`config.mk`:
```
export PLATFORM = sky130hd
export DESIGN_NAME = led_pwm_phase_shutdown_ctrl
export DESIGN_NICKNAME = d
export VERILOG_FILES = /design/src/hdl/led_pwm_pkg.sv /design/src/hdl/timebase_if.sv /design/src/hdl/pwm_timebase.sv /design/src/hdl/led_pwm_phase_shutdown_ctrl.sv
export SDC_FILE = /design/constraint.sdc
export NUM_CORES = 1
export LEC_CHECK = 0
export BUFFER_PORTS_ARGS = -buffer_cell sky130_fd_sc_hd__clkbuf_2
export CORE_ASPECT_RATIO = 1.25
export CORE_MARGIN = 2
export CORE_UTILIZATION = 45
export CTS_BUF_LIST = sky130_fd_sc_hd__clkbuf_8
export DETAILED_ROUTE_END_ITERATION = 10
export GPL_ROUTABILITY_DRIVEN = 0
export SETUP_SLACK_MARGIN = 0.5
export SKIP_CTS_REPAIR_TIMING = 1
export SYNTH_ARGS = -nofsm -noshare
export SYNTH_HDL_FRONTEND = slang
export SYNTH_HIERARCHICAL = 1
export SYNTH_SLANG_ARGS = --single-unit
```
`constraint.sdc`:
```
create_clock -name clock_i -period 14.3 [get_ports clock_i]
set_clock_uncertainty 0.05 [all_clocks]
set_input_delay 0 -clock clock_i [delete_from_list [all_inputs] [get_ports clock_i]]
set_output_delay 0 -clock clock_i [all_outputs]
set_load 0.02 [all_outputs]
```
`src/hdl/led_pwm_pkg.sv`:
```
// ----------------------------------------------------------------
// shared constants for the led pwm controller
// ----------------------------------------------------------------
package led_pwm_pkg;
  localparam int CHANNELS   = 18;
  localparam int GROUPS     = 6;
  localparam int GROUP_SIZE = 3;
  localparam int DUTY_W     = 16;
  localparam int PRE_W      = 7;

  // resolution select codes
  localparam logic [1:0] RES_8BIT  = 2'h0;
  localparam logic [1:0] RES_10BIT = 2'h1;
  localparam logic [1:0] RES_12BIT = 2'h2;
  localparam logic [1:0] RES_16BIT = 2'h3;

  // period masks per resolution
  localparam logic [15:0] MASK_8BIT  = 16'h00FF;
  localparam logic [15:0] MASK_10BIT = 16'h03FF;
  localparam logic [15:0] MASK_12BIT = 16'h0FFF;
  localparam logic [15:0] MASK_16BIT = 16'hFFFF;

  // one sixth of the period per resolution
  localparam logic [15:0] STEP_8BIT  = 16'h002A;
  localparam logic [15:0] STEP_10BIT = 16'h00AA;
  localparam logic [15:0] STEP_12BIT = 16'h02AA;
  localparam logic [15:0] STEP_16BIT = 16'h2AAA;

  // fault detect enable codes
  localparam logic [1:0] FDE_OFF_A = 2'h0;
  localparam logic [1:0] FDE_OFF_B = 2'h1;
  localparam logic [1:0] FDE_SHORT = 2'h2;
  localparam logic [1:0] FDE_OPEN  = 2'h3;

  // spread spectrum: tick accumulator, nominal half rate
  localparam logic [15:0] ACC_NOMINAL = 16'h8000;
  localparam logic [15:0] SPREAD_5    = 16'h0666;
  localparam logic [15:0] SPREAD_15   = 16'h1333;
  localparam logic [15:0] SPREAD_24   = 16'h1EB8;
  localparam logic [15:0] SPREAD_34   = 16'h2B85;
  localparam logic [15:0] SPREAD_STEP = 16'h0100;

  function automatic logic [15:0] res_mask(input logic [1:0] sel);
    case (sel)
      RES_8BIT:  res_mask = MASK_8BIT;
      RES_10BIT: res_mask = MASK_10BIT;
      RES_12BIT: res_mask = MASK_12BIT;
      default:   res_mask = MASK_16BIT;
    endcase
  endfunction

  function automatic logic [15:0] res_step(input logic [1:0] sel);
    case (sel)
      RES_8BIT:  res_step = STEP_8BIT;
      RES_10BIT: res_step = STEP_10BIT;
      RES_12BIT: res_step = STEP_12BIT;
      default:   res_step = STEP_16BIT;
    endcase
  endfunction
endpackage

```
`src/hdl/timebase_if.sv`:
```
`timescale 1ns/1ps
`default_nettype none
// ----------------------------------------------------------------
// period counter carrier between timebase and channel logic
// ----------------------------------------------------------------
interface timebase_if;
  logic [1:0]  osc_sel;
  logic [1:0]  res_sel;
  logic        spread_en;
  logic [1:0]  spread_range;
  logic [15:0] cnt;
  logic        start;

  modport source (input osc_sel, input res_sel, input spread_en, input spread_range,
                  output cnt, output start);
  modport sink   (output osc_sel, output res_sel, output spread_en, output spread_range,
                  input cnt, input start);
endinterface
`default_nettype wire

```
`src/hdl/pwm_timebase.sv`:
```
`timescale 1ns/1ps
`default_nettype none
// ----------------------------------------------------------------
// free-running pwm period counter with prescale and spread
// ----------------------------------------------------------------
module pwm_timebase
  import led_pwm_pkg::*;
(
  input  wire logic   clock_i,
  input  wire logic   rst_b_i,
  timebase_if.source  tb
);
  typedef struct packed {
    logic [15:0]        acc;
    logic [PRE_W-1:0]   div;
    logic [15:0]        cnt;
    logic               start;
    logic signed [16:0] dev;
    logic               up;
  } tb_state_t;

  tb_state_t tb_reg;
  tb_state_t tb_next;

  // ----------------------------------------------------------------
  // tick generation, counter and spread sweep
  // ----------------------------------------------------------------
  always_comb begin
    logic [16:0]        sum;
    logic [16:0]        inc;
    logic signed [16:0] lim;
    logic [PRE_W-1:0]   div_top;
    logic               tick;
    logic [15:0]        mask;
    sum     = '0;
    inc     = '0;
    lim     = '0;
    div_top = '0;
    tick    = 1'b0;
    mask    = res_mask(tb.res_sel);
    tb_next = tb_reg;
    tb_next.start = 1'b0;
    // deviation limit from range select [RULE11]
    case (tb.spread_range)
      2'h0:    lim = signed'({1'b0, SPREAD_5});
      2'h1:    lim = signed'({1'b0, SPREAD_15});
      2'h2:    lim = signed'({1'b0, SPREAD_24});
      default: lim = signed'({1'b0, SPREAD_34});
    endcase
    inc = tb.spread_en ? 17'({1'b0, ACC_NOMINAL} + tb_reg.dev) : {1'b0, ACC_NOMINAL};
    sum = 17'({1'b0, tb_reg.acc} + inc);
    tb_next.acc = sum[15:0];
    // oscillator select divides by 1, 2, 4 or 8 [RULE2]
    div_top = PRE_W'((8'h01 << tb.osc_sel) - 8'h01);
    if (sum[16]) begin
      if (tb_reg.div >= div_top) begin
        tb_next.div = '0;
        tick        = 1'b1;
      end else begin
        tb_next.div = PRE_W'(tb_reg.div + 1'b1);
      end
    end
    // period wraps at the selected resolution [RULE21]
    if (tick) begin
      if (tb_reg.cnt >= mask) begin
        tb_next.cnt   = '0;
        tb_next.start = 1'b1;
      end else begin
        tb_next.cnt = 16'(tb_reg.cnt + 16'h0001);
      end
    end
    // triangle sweep of the deviation, one SPREAD_STEP per period [RULE11]
    if (!tb.spread_en) begin
      tb_next.dev = '0;
      tb_next.up  = 1'b1;
    end else if (tb_next.start) begin
      if (tb_reg.up) begin
        tb_next.dev = 17'(tb_reg.dev + signed'({1'b0, SPREAD_STEP}));
        if (tb_next.dev >= lim) begin
          tb_next.dev = lim;
          tb_next.up  = 1'b0;
        end
      end else begin
        tb_next.dev = 17'(tb_reg.dev - signed'({1'b0, SPREAD_STEP}));
        if (tb_next.dev <= -lim) begin
          tb_next.dev = 17'(-lim);
          tb_next.up  = 1'b1;
        end
      end
    end
  end

  // state register
  always_ff @(posedge clock_i or negedge rst_b_i) begin
    if (!rst_b_i) begin
      tb_reg <= '{acc: 16'h0000, div: '0, cnt: 16'h0000, start: 1'b0,
                  dev: '0, up: 1'b1};
    end else begin
      tb_reg <= tb_next;
    end
  end

  assign tb.cnt   = tb_reg.cnt;
  assign tb.start = tb_reg.start;
endmodule
`default_nettype wire

```
`src/hdl/led_pwm_phase_shutdown_ctrl.sv`:
```
// Functional notes
// [RULE1] reset state runs all channels at 8-bit resolution, fastest oscillator rate
// [RULE2] pwm frequency set by oscillator select and resolution select
// [RULE3] phase delay and clock phase off: all outputs turn on together
// [RULE4] phase delay enable staggers channel turn-on
// [RULE5] phase delay: six groups of three, each one sixth period later
// [RULE6] group clock phase select 0: whole output turns on at cycle start
// [RULE7] select 1: first current half still turns on at cycle start
// [RULE8] select 1: second current half turns off at cycle end
// [RULE9] stagger and half-current alignment work together
// [RULE10] enable 10 captures short status, 11 captures open status
// [RULE11] spread deviation of 5, 15, 24 or 34 percent by range
// [RULE12] duty modulates with 256, 1024, 4096 or 65536 steps
// [RULE13] shutdown keeps all held contents
// [RULE14] soft shutdown bit 0 switches all current sources off
// [RULE15] shutdown pin low holds hardware shutdown, analog off
// [RULE16] shutdown pin high releases hardware shutdown
// [RULE17] shutdown pin rising edge resets host interface, contents kept
// [RULE18] host access stays open during hardware shutdown
// [RULE19] host rewrites settings after a supply dip before raising pin
// [RULE20] enable codes 00 and 01 disable detection, one status kind held
// [RULE21] channel on while period counter below its duty
`timescale 1ns/1ps
`default_nettype none
module led_pwm_phase_shutdown_ctrl
  import led_pwm_pkg::*;
(
  input  wire logic                           clock_i,
  input  wire logic                           rst_b_i,
  input  wire logic                           run_not_soft_off_i,
  input  wire logic                           shutdown_pin_n_i,
  input  wire logic [1:0]                     oscillator_select_i,
  input  wire logic [1:0]                     pwm_resolution_select_i,
  input  wire logic                           phase_delay_enable_i,
  input  wire logic [GROUPS-1:0]              group_clock_phase_select_i,
  input  wire logic [1:0]                     fault_detect_enable_i,
  input  wire logic                           spread_enable_i,
  input  wire logic [1:0]                     spread_range_select_i,
  input  wire logic [CHANNELS-1:0][DUTY_W-1:0] duty_i,
  input  wire logic [CHANNELS-1:0]            channel_open_i,
  input  wire logic [CHANNELS-1:0]            channel_short_i,
  output logic      [CHANNELS-1:0]            first_half_on_o,
  output logic      [CHANNELS-1:0]            second_half_on_o,
  output logic      [CHANNELS-1:0]            channel_fault_status_o,
  output logic                                i2c_reset_o,
  output logic                                analog_enable_o,
  output logic                                period_start_o
);
  // ----------------------------------------------------------------
  // state
  // ----------------------------------------------------------------
  typedef struct packed {
    logic                sd_s1;
    logic                sd_s2;
    logic                sd_prev;
    logic                i2c_rst;
    logic                analog_en;
    logic [CHANNELS-1:0] open_s1;
    logic [CHANNELS-1:0] open_s2;
    logic [CHANNELS-1:0] short_s1;
    logic [CHANNELS-1:0] short_s2;
    logic [1:0]          fde_prev;
    logic [CHANNELS-1:0] status;
    logic [CHANNELS-1:0] out1;
    logic [CHANNELS-1:0] out2;
    logic                pstart;
  } ctrl_state_t;

  ctrl_state_t state_reg;
  ctrl_state_t state_next;

  timebase_if tb ();

  logic [15:0]               mask;
  logic [15:0]               step;
  logic                      active;
  logic [GROUPS-1:0][15:0]   grp_local;
  logic [CHANNELS-1:0]       on_first;
  logic [CHANNELS-1:0]       on_second;

  // ----------------------------------------------------------------
  // timebase
  // ----------------------------------------------------------------
  // configuration straight from the control inputs [RULE1]
  assign tb.osc_sel      = oscillator_select_i;
  assign tb.res_sel      = pwm_resolution_select_i;
  assign tb.spread_en    = spread_enable_i;
  assign tb.spread_range = spread_range_select_i;

  pwm_timebase u_timebase (
    .clock_i (clock_i),
    .rst_b_i (rst_b_i),
    .tb      (tb.source)
  );

  assign mask   = res_mask(pwm_resolution_select_i);
  assign step   = res_step(pwm_resolution_select_i);
  // both shutdown kinds gate the current sources [RULE14] [RULE15]
  assign active = run_not_soft_off_i && state_reg.sd_s2;

  // ----------------------------------------------------------------
  // per-group position and per-channel compare
  // ----------------------------------------------------------------
  for (genvar g = 0; g < GROUPS; g++) begin : g_group
    localparam logic [15:0] GIDX = 16'(g);
    logic [15:0] offs;
    // group g lags by g sixths of the period [RULE4] [RULE5] [RULE3]
    assign offs         = phase_delay_enable_i ? 16'(step * GIDX) : 16'h0000;
    assign grp_local[g] = 16'(tb.cnt - offs) & mask;
    for (genvar k = 0; k < GROUP_SIZE; k++) begin : g_chan
      localparam int CH = g * GROUP_SIZE + k;
      logic [15:0] duty;
      logic [16:0] tail;
      // only the low resolution bits take part [RULE12]
      assign duty = duty_i[CH] & mask;
      assign tail = 17'({1'b0, grp_local[g]} + {1'b0, duty});
      // on while position below duty [RULE21] [RULE7]
      assign on_first[CH] = grp_local[g] < duty;
      // phase 2 ends with the cycle, else follows phase 1 [RULE6] [RULE8] [RULE9]
      assign on_second[CH] = group_clock_phase_select_i[g] ? (tail > {1'b0, mask})
                                                           : on_first[CH];
    end
  end

  // ----------------------------------------------------------------
  // next state
  // ----------------------------------------------------------------
  always_comb begin
    state_next = state_reg;
    // two-flop synchronisers for pin-side inputs
    state_next.sd_s1    = shutdown_pin_n_i;
    state_next.sd_s2    = state_reg.sd_s1;
    state_next.open_s1  = channel_open_i;
    state_next.open_s2  = state_reg.open_s1;
    state_next.short_s1 = channel_short_i;
    state_next.short_s2 = state_reg.short_s1;
    state_next.sd_prev  = state_reg.sd_s2;
    // pin high leaves hardware shutdown [RULE16] [RULE15]
    state_next.analog_en = state_reg.sd_s2;
    // rising pin edge resets host interface only [RULE17]
    state_next.i2c_rst = state_reg.sd_s2 && !state_reg.sd_prev;
    // capture on entry into a detect code [RULE10] [RULE20]
    state_next.fde_prev = fault_detect_enable_i;
    if (fault_detect_enable_i != state_reg.fde_prev) begin
      if (fault_detect_enable_i == FDE_SHORT) begin
        state_next.status = state_reg.short_s2;
      end else if (fault_detect_enable_i == FDE_OPEN) begin
        state_next.status = state_reg.open_s2;
      end
    end
    // outputs dark in shutdown, held contents untouched [RULE13] [RULE14]
    state_next.out1   = active ? on_first : '0;
    state_next.out2   = active ? on_second : '0;
    state_next.pstart = tb.start;
  end

  // state register; contents survive both shutdowns [RULE13] [RULE18]
  always_ff @(posedge clock_i or negedge rst_b_i) begin
    if (!rst_b_i) begin
      state_reg <= '0;
    end else begin
      state_reg <= state_next;
    end
  end

  // ----------------------------------------------------------------
  // outputs
  // ----------------------------------------------------------------
  assign first_half_on_o        = state_reg.out1;
  assign second_half_on_o       = state_reg.out2;
  assign channel_fault_status_o = state_reg.status;
  assign i2c_reset_o            = state_reg.i2c_rst;
  assign analog_enable_o        = state_reg.analog_en;
  assign period_start_o         = state_reg.pstart;

  // ----------------------------------------------------------------
  // assertions
  // ----------------------------------------------------------------
  a_soft_off_dark: assert property ( // [RULE14]
    @(posedge clock_i) disable iff (!rst_b_i)
    !run_not_soft_off_i |=> (first_half_on_o == '0) && (second_half_on_o == '0))
    else $error("outputs lit during soft shutdown");

  a_hw_off_dark: assert property ( // [RULE15]
    @(posedge clock_i) disable iff (!rst_b_i)
    $fell(state_reg.sd_s2) |-> ##1 (first_half_on_o == '0) && !analog_enable_o)
    else $error("outputs or analog on in hardware shutdown");

  a_pin_release: assert property ( // [RULE16]
    @(posedge clock_i) disable iff (!rst_b_i)
    $rose(shutdown_pin_n_i) ##1 shutdown_pin_n_i [*2] |=> analog_enable_o)
    else $error("hardware shutdown not released");

  a_i2c_reset_pulse: assert property ( // [RULE17]
    @(posedge clock_i) disable iff (!rst_b_i)
    $rose(state_reg.sd_s2) |=> i2c_reset_o ##1 !i2c_reset_o)
    else $error("host interface reset pulse wrong");

  a_groups_aligned: assert property ( // [RULE3]
    @(posedge clock_i) disable iff (!rst_b_i)
    !phase_delay_enable_i |-> (grp_local[0] == grp_local[GROUPS-1]))
    else $error("groups not aligned without phase delay");

  a_group_stagger: assert property ( // [RULE5]
    @(posedge clock_i) disable iff (!rst_b_i)
    (phase_delay_enable_i && tb.cnt == 16'h0000)
      |-> (grp_local[1] == (16'(16'h0000 - step) & mask)))
    else $error("group stagger wrong");

  a_short_capture: assert property ( // [RULE10]
    @(posedge clock_i) disable iff (!rst_b_i)
    (fault_detect_enable_i == FDE_SHORT && state_reg.fde_prev == FDE_OFF_A)
      |=> channel_fault_status_o == $past(state_reg.short_s2))
    else $error("short status not captured");

  a_status_hold: assert property ( // [RULE20]
    @(posedge clock_i) disable iff (!rst_b_i)
    (fault_detect_enable_i == FDE_OFF_A || fault_detect_enable_i == FDE_OFF_B)
      |=> $stable(channel_fault_status_o))
    else $error("status changed while detection disabled");

  a_zero_duty_dark: assert property ( // [RULE21]
    @(posedge clock_i) disable iff (!rst_b_i)
    ((duty_i[0] & mask) == 16'h0000) |=> !first_half_on_o[0] && !second_half_on_o[0])
    else $error("zero duty channel lit");

  c_period_wrap: cover property (
    @(posedge clock_i) disable iff (!rst_b_i) period_start_o);
  c_split_phase: cover property (
    @(posedge clock_i) disable iff (!rst_b_i)
    group_clock_phase_select_i[0] && second_half_on_o[0] && !first_half_on_o[0]);
  c_open_capture: cover property (
    @(posedge clock_i) disable iff (!rst_b_i)
    fault_detect_enable_i == FDE_OPEN && state_reg.fde_prev == FDE_OFF_A);
endmodule
`default_nettype wire

```
==> metrics.md <==
| Metric | Value |
|---|---|
| Mux cell area share after synthesis | 1.22% |
| Via/cell ratio | 5.63 |
| Total Neg Setup Slack | 0 ns |
| Maxcap violations | 0 |
| Via count | 34,000 |
| Sw Pwr | 2.23 mW |
| Pleak | 21.0 nW |
| Failing checks | negative hold slack |
| Post-synthesis sequential area ratio | 13.3% |
| Core outline area | 0.0797 mm² |
| Worst EP required | 14.69 ns |
| Worst Setup SP | u_timebase/tb.cnt[4]$_DFFE_PN0P_ |
| Worst VDD drop | 0.0682 mV |
| Clk buf depth | 2 |
| Total track usage | 27.7% |
| Min-delay src | duty_i[15] |
| ANT nets after route | 0 |
| Worst min-delay path class | in2reg |
| Worst-path clk slew | 0.20 ns |
| Status | finished with violations |
| Synth top area share | 28.1% |
| Register area | 0.00478 mm² |
| Gr ovfl total | 0 |
| Synth Area in Adders | 29.2% |
| Fin cells | 6,032 |
| Internal power | 2.09 mW |
| Area contributors post-synth | ha_1 (28%), dfrtp_1 (13%), inv_1 (5.4%), a21oi_1 (4.8%), xnor2_1 (4.7%) |
| Worst R2R Start | u_timebase/tb.cnt[4]$_DFFE_PN0P_ |
| Mapped Cells | 4,585 |
| First-pass GRT wire length | 180 mm |
| Hold WS | -0.0680 ns |
| Wire per inst | 19.4 µm |
| Starting density of the core | 45.2% |
| Area used by multi-input combinational logic | 0.0284 mm² |
| I/O pins | 401 |
| Cells after DPL | 5,924 |
| Clock root cell | clkbuf_8 |
| Detailed Routing Iterations Pass 1 | 5 |
| Clock power frac | 10.0% |
| Fmax | 140 MHz |
| Kind of end point of the critical path | flip-flop |
| Yosys top cell by area | ha_1 |
| Crit Path Max Fanout | 18 |
| Number of synthesized flops with an enable pin | 0 |
| Slew Limit Fails | 0 |
| Final net count | 6,126 |
| Prevailing post-synth register cell | dfrtp_1 |
| Max H-tree Level | 4 |
| CP Data Arrival Time | 7.55 ns |
| Synth unique cells | 94 |
| Worst skew pair latency | 0.61 ns |
| Die W | 257 µm |
| RSZ-0062 raised after global routing | no |
| Most frequent cells after synthesis | ha_1 (810), inv_1 (516), nor2_1 (348) |
| CTS tree | built |
| Async SR Flop Fraction | 100% |
| Gate power share | 75.9% |
| HPWL Detailed | 93.8 mm |
| Slew Limit Headroom | 26.0% |
| Flop pwr share | 14.2% |
| Complex-gate fraction of the synthesized area | 21.8% |
| Die height | 320 µm |
| Vias in the first global route | 32,400 |
| Critical Path Start Type | flip-flop |
| CTS Buf Count | 17 |
| Final setup fails | 0 |
| Initial antenna violation count | 6 |
| P&R area growth vs syn | 11.0% |
| CP Class | reg2reg |
| Ratio of cells with drive above 1 in the final layout | 10.9% |
| Layout fillers | 7,948 |
| Warnings, synthesis | 6 |
| Tightest Pin Transition | 1.10 ns |
| Area of the mapped netlist | 0.0360 mm² |
| Main combinational cell family by area after synthesis | adder cells |
| Initial DRC count | 2,238 |
| Buffers on Ports | 400 |
| Die area | 0.0823 mm² |
| Synthesis-stage register bit count | 191 |
| Fin util | 50.2% |
| Synth Area in Simple Gates | 18.7% |
| DRC viols | 0 |
| Post-Synth XOR/XNOR Area | 7.87% |
| Final worst path period share | 50.1% |
| Cell Pwr Density | 108 mW/mm² |
| Switching Fraction | 51.6% |
| Most frequent cell after synthesis | ha_1 |
| Largest net degree at the start of global routing | 75 |
| Hold Fails Final Rpt | 7 |
| Final Critical Period | 7.16 ns |
| Row count | 116 |
| Post-synth net total | 5,758 |
| Post-synthesis average cell area | 7.86 µm² |
| Total wire length | 117 mm |
| Max reg flops | 41 |
| Clock Sinks | 191 |
| Final Power | 4.32 mW |
-- critical path, stage by stage (launching register included) --
cell	delay [ns]
dfrtp_1	0.88
ha_1	0.50
clkinv_2	0.14
o21ai_2	0.08
a211o_1	0.33
a211o_1	0.36
a211oi_4	0.37
nor2b_1	0.10
nor3_1	0.67
ha_1	0.35
nor2_1	0.07
a221o_1	0.34
a221o_1	0.32
xnor2_1	0.13
ha_1	0.29
nand3_1	0.12
nor4b_1	0.28
nand2_1	0.12
a211o_1	0.29
a2111o_1	0.39
a22oi_1	0.14
a22oi_1	0.12
a2111oi_0	0.42
nor3_1	0.10
-- kinds of logic (layout without fill, tap and decap cells) --
logic type	after synthesis	count (layout)
adder cells (fa/ha/maj)	831	831
AO/OA/AOI/OAI	1172	1172
multiplexers	43	43
flip-flops	191	191
XOR/XNOR	300	300
AND/OR/NAND/NOR	1365	1365
buffers and inverters	683	1064
other	0	4
-- worst paths after layout --
check / cells past startpoint / slack [ns] / endpoint
setup / recovery: 23 / 7.14 / second_half_on_o[6]$_DFF_PN0_
hold / removal: 6 / -0.07 / first_half_on_o[0]$_DFF_PN0_
setup reg to reg: 23 / 7.14 / second_half_on_o[6]$_DFF_PN0_
hold reg to reg: 0 / 0.26 / state_reg[74]$_DFF_PN0_
max in group asynchronous: 4 / 12.75 / u_timebase/tb.cnt[0]$_DFFE_PN0P_
min in group asynchronous: 4 / 0.44 / channel_fault_status_o[17]$_DFFE_PN0P_
-- power by group through the flow --
stage / logic (mW) / clock network, mW / registers [mW]
floorplan: 2.41 / 0 / 0.611
global placement: 3.21 / 0 / 0.621
detailed placement: 3.22 / 0 / 0.622
CTS: 3.25 / 0.442 / 0.611
global route: 3.68 / 0.460 / 0.617
finish: 3.28 / 0.430 / 0.612
-- through the flow --
step | hold slack [ns] | cell area (µm²) | setup slack [ns]
2_1_floorplan | -0.346 | 36000 | 7.48
3_3_place_gp | -0.0398 | 38800 | 7.41
3_5_place_dp | -0.0353 | 38800 | 7.33
4_1_cts | -0.718 | 39300 | 7.19
5_1_grt | 0.00176 | 40000 | 6.71
6_report | -0.0680 | 40000 | 7.14
-- layout make-up --
class	count	area share (%)
flip-flops and latches	191	12.0
diodes	4	0.0250
well taps	1062	3.32
clock inverters	15	0.551
inverters	518	4.87
clock buffers	17	0.585
multi-input cells	3711	71.0
repair buffers	514	7.66
-- cell usage in the layout, fill, tap and decap left out, types with 17 or more instances in the layout --
cell type      count
nand2b_1         102
o21a_1            56
a211oi_1          47
o31ai_1           37
xor2_1            91
o21bai_1          58
o21ai_0          198
or3_1             42
a21o_1            84
and3_1            20
nor2b_1          100
nor4_1            26
a31oi_1           40
or4_1             26
o211ai_1          30
nor2_1           348
a221oi_1          17
ha_1             807
dlygate4sd3_1     71
and2_1            26
inv_1            512
nand4_1           38
a21oi_1          345
dfrtp_1          188
fa_1              19
clkbuf_2         399
xnor2_1          194
buf_4             42
nor3_1           129
a211o_1           18
nor3b_1           19
a2111oi_0         26
clkbuf_8          17
mux2i_1           35
nand2_1          342
nand3_1           78
o2111ai_1         20
-- routing by layer --
layer	global-route usage [%]	share of wire (%)	up-vias	wire length, µm
li1	-	-	16900	-
met1	35.0	44	16000	51200
met2	50.1	49	873	57700
met3	2.58	4.4	163	5170
met4	7.60	2.7	4	3140
met5	0	0.022	-	26
No activity file was read; power rests on OpenSTA's default activity.
